===== src/compact_timer_consts.vh =====
/*
 * Constants for the compact timer: register offsets, field positions,
 * reset values and clock-select codes.
 * Assumes inclusion by bare name from the timer design files.
 */
`ifndef COMPACT_TIMER_CONSTS_VH
`define COMPACT_TIMER_CONSTS_VH

// Wishbone byte offsets, one aligned word each
`define OFS_CONTROL_0 4'h0
`define OFS_CONTROL_1 4'h4
`define OFS_COUNT_LOW 4'h8
`define OFS_COUNT_HIGH 4'hc
// Bits 5:2 of the address select the word; low two bits ignored
`define OFS_CMPA_LOW 6'h10
`define OFS_CMPA_HIGH 6'h14

// Reset values
`define CONTROL_0_RESET 8'h00
`define CONTROL_1_RESET 8'h00

// Control 0 fields
`define C0_PAUSE 7
`define C0_CKSEL_HI 6
`define C0_CKSEL_LO 4
`define C0_ON 3
`define C0_PER_HI 2
`define C0_PER_LO 0

// Control 1 fields
`define C1_MODE_HI 7
`define C1_MODE_LO 6
`define C1_PIN_HI 5
`define C1_PIN_LO 4
`define C1_INIT 3
`define C1_POL 2
`define C1_SWAP 1
`define C1_CLRSEL 0

// Operating modes
`define MODE_COMPARE 2'h0
`define MODE_PWM 2'h2
`define MODE_TIMER 2'h3

// Clock select codes
`define CK_SYS_DIV4 3'h0
`define CK_SYS 3'h1
`define CK_HIGH_DIV16 3'h2
`define CK_HIGH_DIV64 3'h3
`define CK_SUB_A 3'h4
`define CK_SUB_B 3'h5
`define CK_EXT_RISE 3'h6
`define CK_EXT_FALL 3'h7

// Prescaler terminal counts
`define DIV4_LAST 6'h03
`define DIV16_LAST 6'h0f
`define DIV64_LAST 6'h3f

`endif


===== src/timer_tick_gen.v =====
/*
 * Counter clock selection: turns the chosen source into a one-cycle
 * tick on clk_i.
 * Assumes high_clk_tick_i and sub_clk_tick_i are same-domain pulses and
 * the external count pin is asynchronous.
 */
`timescale 1ns/1ps
`default_nettype none
`include "compact_timer_consts.vh"

module timer_tick_gen (
    // Clock and reset
    input wire clk_i,
    input wire rst_i,
    // Selection
    input wire [2:0] clock_select_i,
    input wire run_i,
    // Sources
    input wire high_clk_tick_i,
    input wire sub_clk_tick_i,
    input wire external_count_pin_i,
    // Result
    output reg tick_o
);

////////////////////////////////////////////////////////////////////////
reg [5:0] sys_div_r;
reg [5:0] high_div_r;
reg ext_meta_r;
reg ext_sync_r;
reg ext_prev_r;
wire ext_rise;
wire ext_fall;

// Free-running prescalers; they keep running while off so restart is cheap
always @(posedge clk_i) begin
    if (rst_i) begin
        sys_div_r <= 6'h00;
        high_div_r <= 6'h00;
    end else begin
        sys_div_r <= (sys_div_r == `DIV4_LAST) ? 6'h00 : sys_div_r + 6'h01;
        if (high_clk_tick_i) begin
            high_div_r <= high_div_r + 6'h01;
        end
    end
end

// Two-stage synchroniser, then a separate edge history stage
always @(posedge clk_i) begin
    if (rst_i) begin
        ext_meta_r <= 1'b0;
        ext_sync_r <= 1'b0;
        ext_prev_r <= 1'b0;
    end else begin
        ext_meta_r <= external_count_pin_i;
        ext_sync_r <= ext_meta_r;
        ext_prev_r <= ext_sync_r;
    end
end

assign ext_rise = ext_sync_r & ~ext_prev_r;
assign ext_fall = ~ext_sync_r & ext_prev_r;

// Source multiplexer
always @* begin
    case (clock_select_i)
        `CK_SYS_DIV4: tick_o = run_i & (sys_div_r == `DIV4_LAST);
        `CK_SYS: tick_o = run_i;
        `CK_HIGH_DIV16: tick_o = run_i & high_clk_tick_i & (high_div_r[3:0] == `DIV16_LAST);
        `CK_HIGH_DIV64: tick_o = run_i & high_clk_tick_i & (high_div_r == `DIV64_LAST);
        `CK_SUB_A, `CK_SUB_B: tick_o = run_i & sub_clk_tick_i;
        `CK_EXT_RISE: tick_o = run_i & ext_rise;
        `CK_EXT_FALL: tick_o = run_i & ext_fall;
        default: tick_o = 1'b0;
    endcase
end

endmodule
`default_nettype wire


===== src/compact_timer_pwm.v =====
/*
 * Compact 10-bit timer with compare-match output, PWM output and
 * timer/counter modes, reached over a classic Wishbone slave.
 * Assumes a single clk_i domain, synchronous active-high reset, and
 * clock-source ticks that are same-domain pulses except the count pin.
 */

`timescale 1ns/1ps
`default_nettype none
`include "compact_timer_consts.vh"

module compact_timer_pwm (
    // Clock and reset
    input wire clk_i,
    input wire rst_i,
    // Wishbone slave
    input wire cyc_i,
    input wire stb_i,
    input wire we_i,
    input wire [5:0] adr_i,
    input wire [3:0] sel_i,
    input wire [31:0] dat_i,
    output reg [31:0] dat_o,
    output wire ack_o,
    // Clock sources
    input wire high_clk_tick_i,
    input wire sub_clk_tick_i,
    input wire external_count_pin_i,
    // Timer outputs
    output reg primary_output_pin_o,
    output reg complement_output_pin_o,
    output reg period_match_o,
    output reg compare_a_match_o
);

////////////////////////////////////////////////////////////////////////
// Registers

// compare_a_r holds only committed values; a low byte from software
// waits in low_buffer_r until its high byte comes, so the comparator
// never sees a half-written pair.
reg [7:0] control_0_r;
reg [7:0] control_1_r;
reg [9:0] count_r;
reg [9:0] compare_a_r;
reg [7:0] low_buffer_r;
reg timer_on_prev_r;
reg out_level_r;
reg ack_r;

// Field views of the control registers; no logic here alters a
// control bit on its own, so software reads back what it wrote.
wire count_pause = control_0_r[`C0_PAUSE];
wire [2:0] clock_select = control_0_r[`C0_CKSEL_HI:`C0_CKSEL_LO];
wire timer_on = control_0_r[`C0_ON];
wire [2:0] period_compare = control_0_r[`C0_PER_HI:`C0_PER_LO];
wire [1:0] operating_mode_select = control_1_r[`C1_MODE_HI:`C1_MODE_LO];
wire [1:0] pin_action_select = control_1_r[`C1_PIN_HI:`C1_PIN_LO];
wire initial_level = control_1_r[`C1_INIT];
wire output_polarity = control_1_r[`C1_POL];
wire period_duty_swap = control_1_r[`C1_SWAP];
wire clear_source_select = control_1_r[`C1_CLRSEL];

////////////////////////////////////////////////////////////////////////
// Bus decode

// A request is taken while ack is low; ack then stands one cycle.
// Writes land on the edge at which the master samples ack high, so
// the register file and the master agree on when a write happened.
// Reads are captured one edge earlier so dat_o stands at that edge.
// A master that drops stb before ack loses its write.
wire bus_req = cyc_i & stb_i & ~ack_r;
wire wr_req = cyc_i & stb_i & ack_r & we_i & sel_i[0];
wire rd_req = bus_req & ~we_i;
wire [5:0] word_adr = {adr_i[5:2], 2'b00};
wire timer_on_rise = timer_on & ~timer_on_prev_r;

// One-wait-state ack, registered a cycle after the request, dropped the cycle after it is given
always @(posedge clk_i) begin
    if (rst_i) begin
        ack_r <= 1'b0;
    end else begin
        ack_r <= bus_req;
    end
end

assign ack_o = ack_r;

// Address compare shared by write and read paths
function is_reg;
    input [5:0] adr;
    input [5:0] ofs;
    begin
        is_reg = (adr == ofs);
    end
endfunction

////////////////////////////////////////////////////////////////////////
// Clock selection

// No tick on the cycle of a timer_on rise: that cycle clears the
// counter, and a tick there would be lost to the clear.
// Pause and off both withhold ticks, so the count simply holds.
wire count_tick;

timer_tick_gen u_tick (
    .clk_i(clk_i),
    .rst_i(rst_i),
    .clock_select_i(clock_select),
    .run_i(timer_on & ~count_pause & ~timer_on_rise),
    .high_clk_tick_i(high_clk_tick_i),
    .sub_clk_tick_i(sub_clk_tick_i),
    .external_count_pin_i(external_count_pin_i),
    .tick_o(count_tick)
);

////////////////////////////////////////////////////////////////////////
// Comparators

// The period comparator looks at the value the tick would produce, so
// with the period clear selected the counter never shows code*128 and a
// period is exactly code*128 ticks, just as overflow gives 1024.
// Period code zero never matches the top bits, so overflow ends the period
wire [9:0] count_next = count_r + 10'h001;
wire period_hit = (period_compare != 3'h0) & (count_next[9:7] == period_compare);

// Compare A matches the value that stands; an A period is value+1 ticks
wire a_hit = (count_r == compare_a_r);
wire overflow = (count_r == 10'h3ff) & count_tick;
wire period_match_ev = count_tick & (period_hit & (count_next[6:0] == 7'h00));
wire a_match_ev = count_tick & a_hit;
wire clear_on_match = clear_source_select ? a_match_ev : period_match_ev;

// Event flags to the surrounding logic
// One-cycle pulses, registered alongside out_level_r; the pin registers follow one cycle later.
// Overflow raises the period flag only when the period code is zero.
always @(posedge clk_i) begin
    if (rst_i) begin
        period_match_o <= 1'b0;
        compare_a_match_o <= 1'b0;
    end else begin
        period_match_o <= period_match_ev | (overflow & (period_compare == 3'h0));
        compare_a_match_o <= a_match_ev;
    end
end

////////////////////////////////////////////////////////////////////////
// Counter

// The match is seen on the tick that reaches the value, then cleared
// A timer_on rise wins over any tick, and a clear beats the increment.
// There is no bus path into count_r at all.
always @(posedge clk_i) begin
    if (rst_i) begin
        count_r <= 10'h000;
        timer_on_prev_r <= 1'b0;
    end else begin
        timer_on_prev_r <= timer_on;
        if (timer_on_rise) begin
            count_r <= 10'h000;
        end else if (count_tick) begin
            if (clear_on_match | overflow) begin
                count_r <= 10'h000;
            end else begin
                count_r <= count_next;
            end
        end
    end
end

////////////////////////////////////////////////////////////////////////
// Register writes

// A low-byte write only fills the buffer; the high byte commits it
// Writes with sel_i[0] low are dropped; only lane 0 carries data.
// A high-byte read copies the matching low byte into the buffer, so
// the low read that follows belongs to the same running count.
always @(posedge clk_i) begin
    if (rst_i) begin
        control_0_r <= `CONTROL_0_RESET;
        control_1_r <= `CONTROL_1_RESET;
        compare_a_r <= 10'h000;
        low_buffer_r <= 8'h00;
    end else begin
        if (wr_req & is_reg(word_adr, {2'b00, `OFS_CONTROL_0})) begin
            control_0_r <= dat_i[7:0];
        end
        if (wr_req & is_reg(word_adr, {2'b00, `OFS_CONTROL_1})) begin
            control_1_r <= dat_i[7:0];
        end
        if (wr_req & is_reg(word_adr, `OFS_CMPA_LOW)) begin
            low_buffer_r <= dat_i[7:0];
        end else if (wr_req & is_reg(word_adr, `OFS_CMPA_HIGH)) begin
            compare_a_r <= {dat_i[1:0], low_buffer_r};
        end else if (rd_req & is_reg(word_adr, `OFS_CMPA_HIGH)) begin
            low_buffer_r <= compare_a_r[7:0];
        end else if (rd_req & is_reg(word_adr, {2'b00, `OFS_COUNT_HIGH})) begin
            low_buffer_r <= count_r[7:0];
        end
    end
end

////////////////////////////////////////////////////////////////////////
// Register reads

// Both low bytes read the shared buffer; unmapped words read zero
// Read the high byte first, or the low read returns what was left.
always @(posedge clk_i) begin
    if (rst_i) begin
        dat_o <= 32'h0000_0000;
    end else if (rd_req) begin
        if (is_reg(word_adr, {2'b00, `OFS_CONTROL_0})) begin
            dat_o <= {24'h000000, control_0_r};
        end else if (is_reg(word_adr, {2'b00, `OFS_CONTROL_1})) begin
            dat_o <= {24'h000000, control_1_r};
        end else if (is_reg(word_adr, {2'b00, `OFS_COUNT_LOW}) | is_reg(word_adr, `OFS_CMPA_LOW)) begin
            dat_o <= {24'h000000, low_buffer_r};
        end else if (is_reg(word_adr, {2'b00, `OFS_COUNT_HIGH})) begin
            dat_o <= {30'h0, count_r[9:8]};
        end else if (is_reg(word_adr, `OFS_CMPA_HIGH)) begin
            dat_o <= {30'h0, compare_a_r[9:8]};
        end else begin
            dat_o <= 32'h0000_0000;
        end
    end
end

////////////////////////////////////////////////////////////////////////
// Output stage

// PWM: which comparator bounds the period and which the duty
wire period_end = period_duty_swap ? a_match_ev : (period_match_ev | overflow);
wire duty_end = period_duty_swap ? period_match_ev : a_match_ev;
wire mode_cmp = (operating_mode_select == `MODE_COMPARE);
wire mode_pwm = (operating_mode_select == `MODE_PWM);

// Mode 01 and timer mode leave the level alone
// Forced PWM levels refresh every cycle; the waveform moves at events.
always @(posedge clk_i) begin
    if (rst_i) begin
        out_level_r <= 1'b0;
    end else if (timer_on_rise & (mode_cmp | mode_pwm)) begin
        out_level_r <= initial_level;
    end else if (mode_cmp & a_match_ev) begin
        case (pin_action_select)
            2'h1: out_level_r <= 1'b0;
            2'h2: out_level_r <= 1'b1;
            2'h3: out_level_r <= ~out_level_r;
            default: out_level_r <= out_level_r;
        endcase
    end else if (mode_pwm) begin
        // Active level for the duty part, inactive after it
        case (pin_action_select)
            2'h0: out_level_r <= ~initial_level;
            2'h1: out_level_r <= initial_level;
            2'h2: begin
                if (duty_end) begin
                    out_level_r <= ~initial_level;
                end else if (period_end) begin
                    out_level_r <= initial_level;
                end
            end
            default: out_level_r <= out_level_r;
        endcase
    end
end

// Pin drive; timer mode ignores polarity, its level is unspecified
// The complement pin never takes polarity; it carries the inverted level.
always @(posedge clk_i) begin
    if (rst_i) begin
        primary_output_pin_o <= 1'b0;
        complement_output_pin_o <= 1'b1;
    end else if (operating_mode_select == `MODE_TIMER) begin
        primary_output_pin_o <= out_level_r;
        complement_output_pin_o <= ~out_level_r;
    end else begin
        primary_output_pin_o <= out_level_r ^ output_polarity;
        complement_output_pin_o <= ~out_level_r;
    end
end

endmodule
`default_nettype wire


===== config.mk =====
export PLATFORM = sky130hd
export DESIGN_NAME = compact_timer_pwm
export DESIGN_NICKNAME = d
export VERILOG_FILES = /design/src/timer_tick_gen.v /design/src/compact_timer_pwm.v
export VERILOG_INCLUDE_DIRS = /design/src
export SDC_FILE = /design/constraint.sdc
export NUM_CORES = 1
export LEC_CHECK = 0
export BUFFER_PORTS_ARGS = -buffer_cell sky130_fd_sc_hd__buf_2
export CAP_MARGIN = 40
export CORE_MARGIN = 1
export CORE_UTILIZATION = 50
export CTS_CLUSTER_DIAMETER = 150
export CTS_CLUSTER_SIZE = 28
export DETAILED_ROUTE_END_ITERATION = 10
export GPL_ROUTABILITY_DRIVEN = 0
export PLACE_DENSITY = 0.77
export SLEW_MARGIN = 20
export SYNTH_ARGS = -nofsm -noshare
export SYNTH_HDL_FRONTEND = slang
export SYNTH_SLANG_ARGS = --single-unit
export TNS_END_PERCENT = 30

===== constraint.sdc =====
create_clock -name clk_i -period 2.4 [get_ports clk_i]
set_input_delay 0.48 -clock clk_i [delete_from_list [all_inputs] [get_ports clk_i]]
set_output_delay 0.48 -clock clk_i [all_outputs]
set_load 0.02 [all_outputs]

==> impl_metrics.yaml <==
outcome:
  status: "complete, no violations"
synth:
  syn_area_per_cell_um2: 8.47
  yosysSeqAreaShare: 0.351
  synth_edf_count: 0
  synth_top_area_frac: 0.351
  synth-async-reset-ratio: 0
  syn-cell-area_mm2: 0.00423
  synth_common_cells: "dfxtp_1, nor2_1, nand2_1"
  yosys_register_bits: 74
  synth_most_common_cell: "dfxtp_1"
  ys_types: 69
  synth_cells: 499
  yosys-top-cells-area: "dfxtp_1, mux2i_1, nor2_1"
  yosysTopAreaCell: "dfxtp_1"
  synth-main-ff-cell: "dfxtp_1"
  yosysWarnings: 0
power:
  internal-power_mw: 1.69
  ir_worst_vdd_mv: 0.318
  switchingPower_mw: 0.578
  static-leakage-power_nw: 1.92
  power_frac_seq: 0.552
  p_per_area_mw_per_mm2: 479
  p_comb_frac: 0.074
  clock_power_share: 0.374
  swShare: 0.255
  power.total_mw: 2.26
finish:
  multiInputGateArea_mm2: 0.00249
  n_antenna_cell: 0
  post-route-cell-area_mm2: 0.00473
  fin_util: 0.575
  stdcell_count: 650
  final_nets: 598
  fillCellCount: 756
  area_growth_pct: 11.8
  seq_area_mm2: 0.00149
  drive_gt1_frac: 0.218
clock_network:
  cts_setup_buffers: 0
  clockBufferDepth: 2
  cts_sinks: 74
  clk_pin_slew_worst_paths_ns: 0.07
  h-tree-depth: 3
  tritoncts: "done"
  numCtsBuffers: 9
  cts_root_buffer: "clkbuf_8"
  worstSkewPairLatency_ns: 0.35
timing:
  finalWorstSetupSlack_ns: 0.0240
  setup_tns_ns: 0
  maxSlewHeadroom: 0.550
  finalCriticalPeriod_ns: 2.38
  fin_crit_sh: 0.990
  worstMarginPinSlew_ns: 0.674
  drv_slew: 0
  finalSetupViolCount: 0
  rsz0062_at_grt: "yes"
  holdWs_ns: 0.347
  hold_violations: 0
  fmax_ghz: 0.421
  finClkSkew_ns: 0.00881
routing:
  antenna_left: 0
  vias: 3761
  finalWirelength_um: 10200
  avgRoutedWirePerCell_um: 15.7
  drt_iter0_drc: 329
  viasPerCell: 5.79
  drc: 0
  first_pass_iters: 5
place:
  port_buffers: 33
  post-place-ws_ns: -0.0574
  dpl.hpwl_um: 7260
  placed_cell_area_mm2: 0.00448
  dp_cells: 633
floorplan:
  die_h_um: 93.9
  initial_core_util: 0.514
  dieArea_mm2: 0.00882
  coreArea_mm2: 0.00822
  num_rows: 33
  io_pins: 87
  die_x_um: 93.9
worst_setup_path:
  crit_arrival_ns: 2.64
  cpPeakStageDelay_ns: 0.49
  required_ns: 2.66
  cp_top_family: "simple AND/OR/NAND/NOR gates"
  critPathKind: "reg2reg"
  slowest_stage: "or4_4"
  worstPathCellList: "ha_4, nand3_4, nor3_4, xor3_2, or4_4, a221o_1, nor4b_4, a211oi_2"
  critical_path_peak_fanout: 6
  worstSetupEndpointType: "flip-flop"
  start_kind: "flip-flop"
  path_buf_inv: 0
job:
  max_cap_violations: 0
global_route:
  antenna_found_initial: 0
  grt_max_degree: 56
  grtUsageTotal: 0.236
  grt_first_pass_wirelength_um: 16200
  grt_pass1_vias: 3425
  gr-total-overflow: 0
min_path:
  hold_class: "in2reg"
cells by family (layout without fill, tap and decap cells):
logic type | Yosys count | count (layout) | share of synthesized area
multiplexers | 35 | 35 | 0.0829
flip-flops | 74 | 74 | 0.351
XOR/XNOR | 25 | 25 | 0.0574
other | 1 | 24 | 0.000887
buffers and inverters | 69 | 91 | 0.102
AO/OA/AOI/OAI | 108 | 109 | 0.167
adder cells (fa/ha/maj) | 8 | 8 | 0.0237
AND/OR/NAND/NOR | 179 | 179 | 0.216
area by class of cell:
cell class | instances | share of cell area
Multi-Input combinational cell | 380 | 0.528
Clock inverter | 3 | 0.00318
Tap cell | 105 | 0.0278
Timing Repair Buffer | 64 | 0.0858
Inverter | 11 | 0.00873
Clock buffer | 13 | 0.0315
Sequential cell | 74 | 0.316
power groups by stage:
stage                     sequential (mW)  combinational, mW  clock (mW)
after floorplan                      1.28              0.143           0
after detailed placement             1.28              0.165           0
after global placement               1.28              0.158           0
after CTS                            1.25              0.165       0.855
final                                1.25              0.168       0.846
after global routing                 1.25              0.184       0.906
repair_timing:
| item | CTS | global route |
|---|---|---|
| gates resized for setup | 5 | 15 |
| gates cloned | 0 | 1 |
| setup endpoints to repair | 9 | 11 |
| pin swaps | 0 | 2 |
| hold buffers | 0 | 0 |
sequential cells by signal, summed over array words and instances (netlist names), 6 cells and up:
signal,count
count_r,10
control_0_r,8
control_1_r,8
compare_a_r,10
u_tick.sys_div_r,6
low_buffer_r,8
dat_o,8
u_tick.high_div_r,6
per-layer routing:
layer  track usage  routed length (um)  vias to the layer above
met1         0.283                4270                     1831
met2         0.405                5130                      123
li1              -                   -                     1778
met3        0.0437                 501                       29
met4         0.113                 310                        0
met5             0                   0                        -
layout by cell type, fill, tap and decap left out, types with 3 or more instances in the layout:
master     n
or2_2      3
buf_2     33
mux2i_1   35
xnor2_1   14
nor4_2     4
clkbuf_1   3
nand3_1    6
nor2_1    68
nor2b_1    7
nand4_1    8
o21ai_1    5
dfxtp_1   68
a22oi_1   13
nor3_1     3
buf_4     29
conb_1    24
nand2b_1   7
o211ai_1   5
a21oi_1   25
clkbuf_8  10
dfxtp_2    5
or3_1      3
ha_1       7
clkinv_2   3
nand2_1   43
a211oi_1   3
o21ai_0   31
inv_1     11
xor2_1     9
worst paths after layout:
check                                      start                        endpoint  slack [ns]  cells past startpoint
setup / recovery         count_r[0]$_SDFFE_PP0P_        out_level_r$_SDFFE_PP0P_        0.02                      8
hold / removal              external_count_pin_i    u_tick.ext_meta_r$_SDFF_PP0_        0.35                      2
setup reg to reg         count_r[0]$_SDFFE_PP0P_        out_level_r$_SDFFE_PP0P_        0.02                      8
hold reg to reg   u_tick.sys_div_r[0]$_SDFF_PP0_  u_tick.sys_div_r[0]$_SDFF_PP0_        0.46                      1
Power figures use the tool's default switching activity.
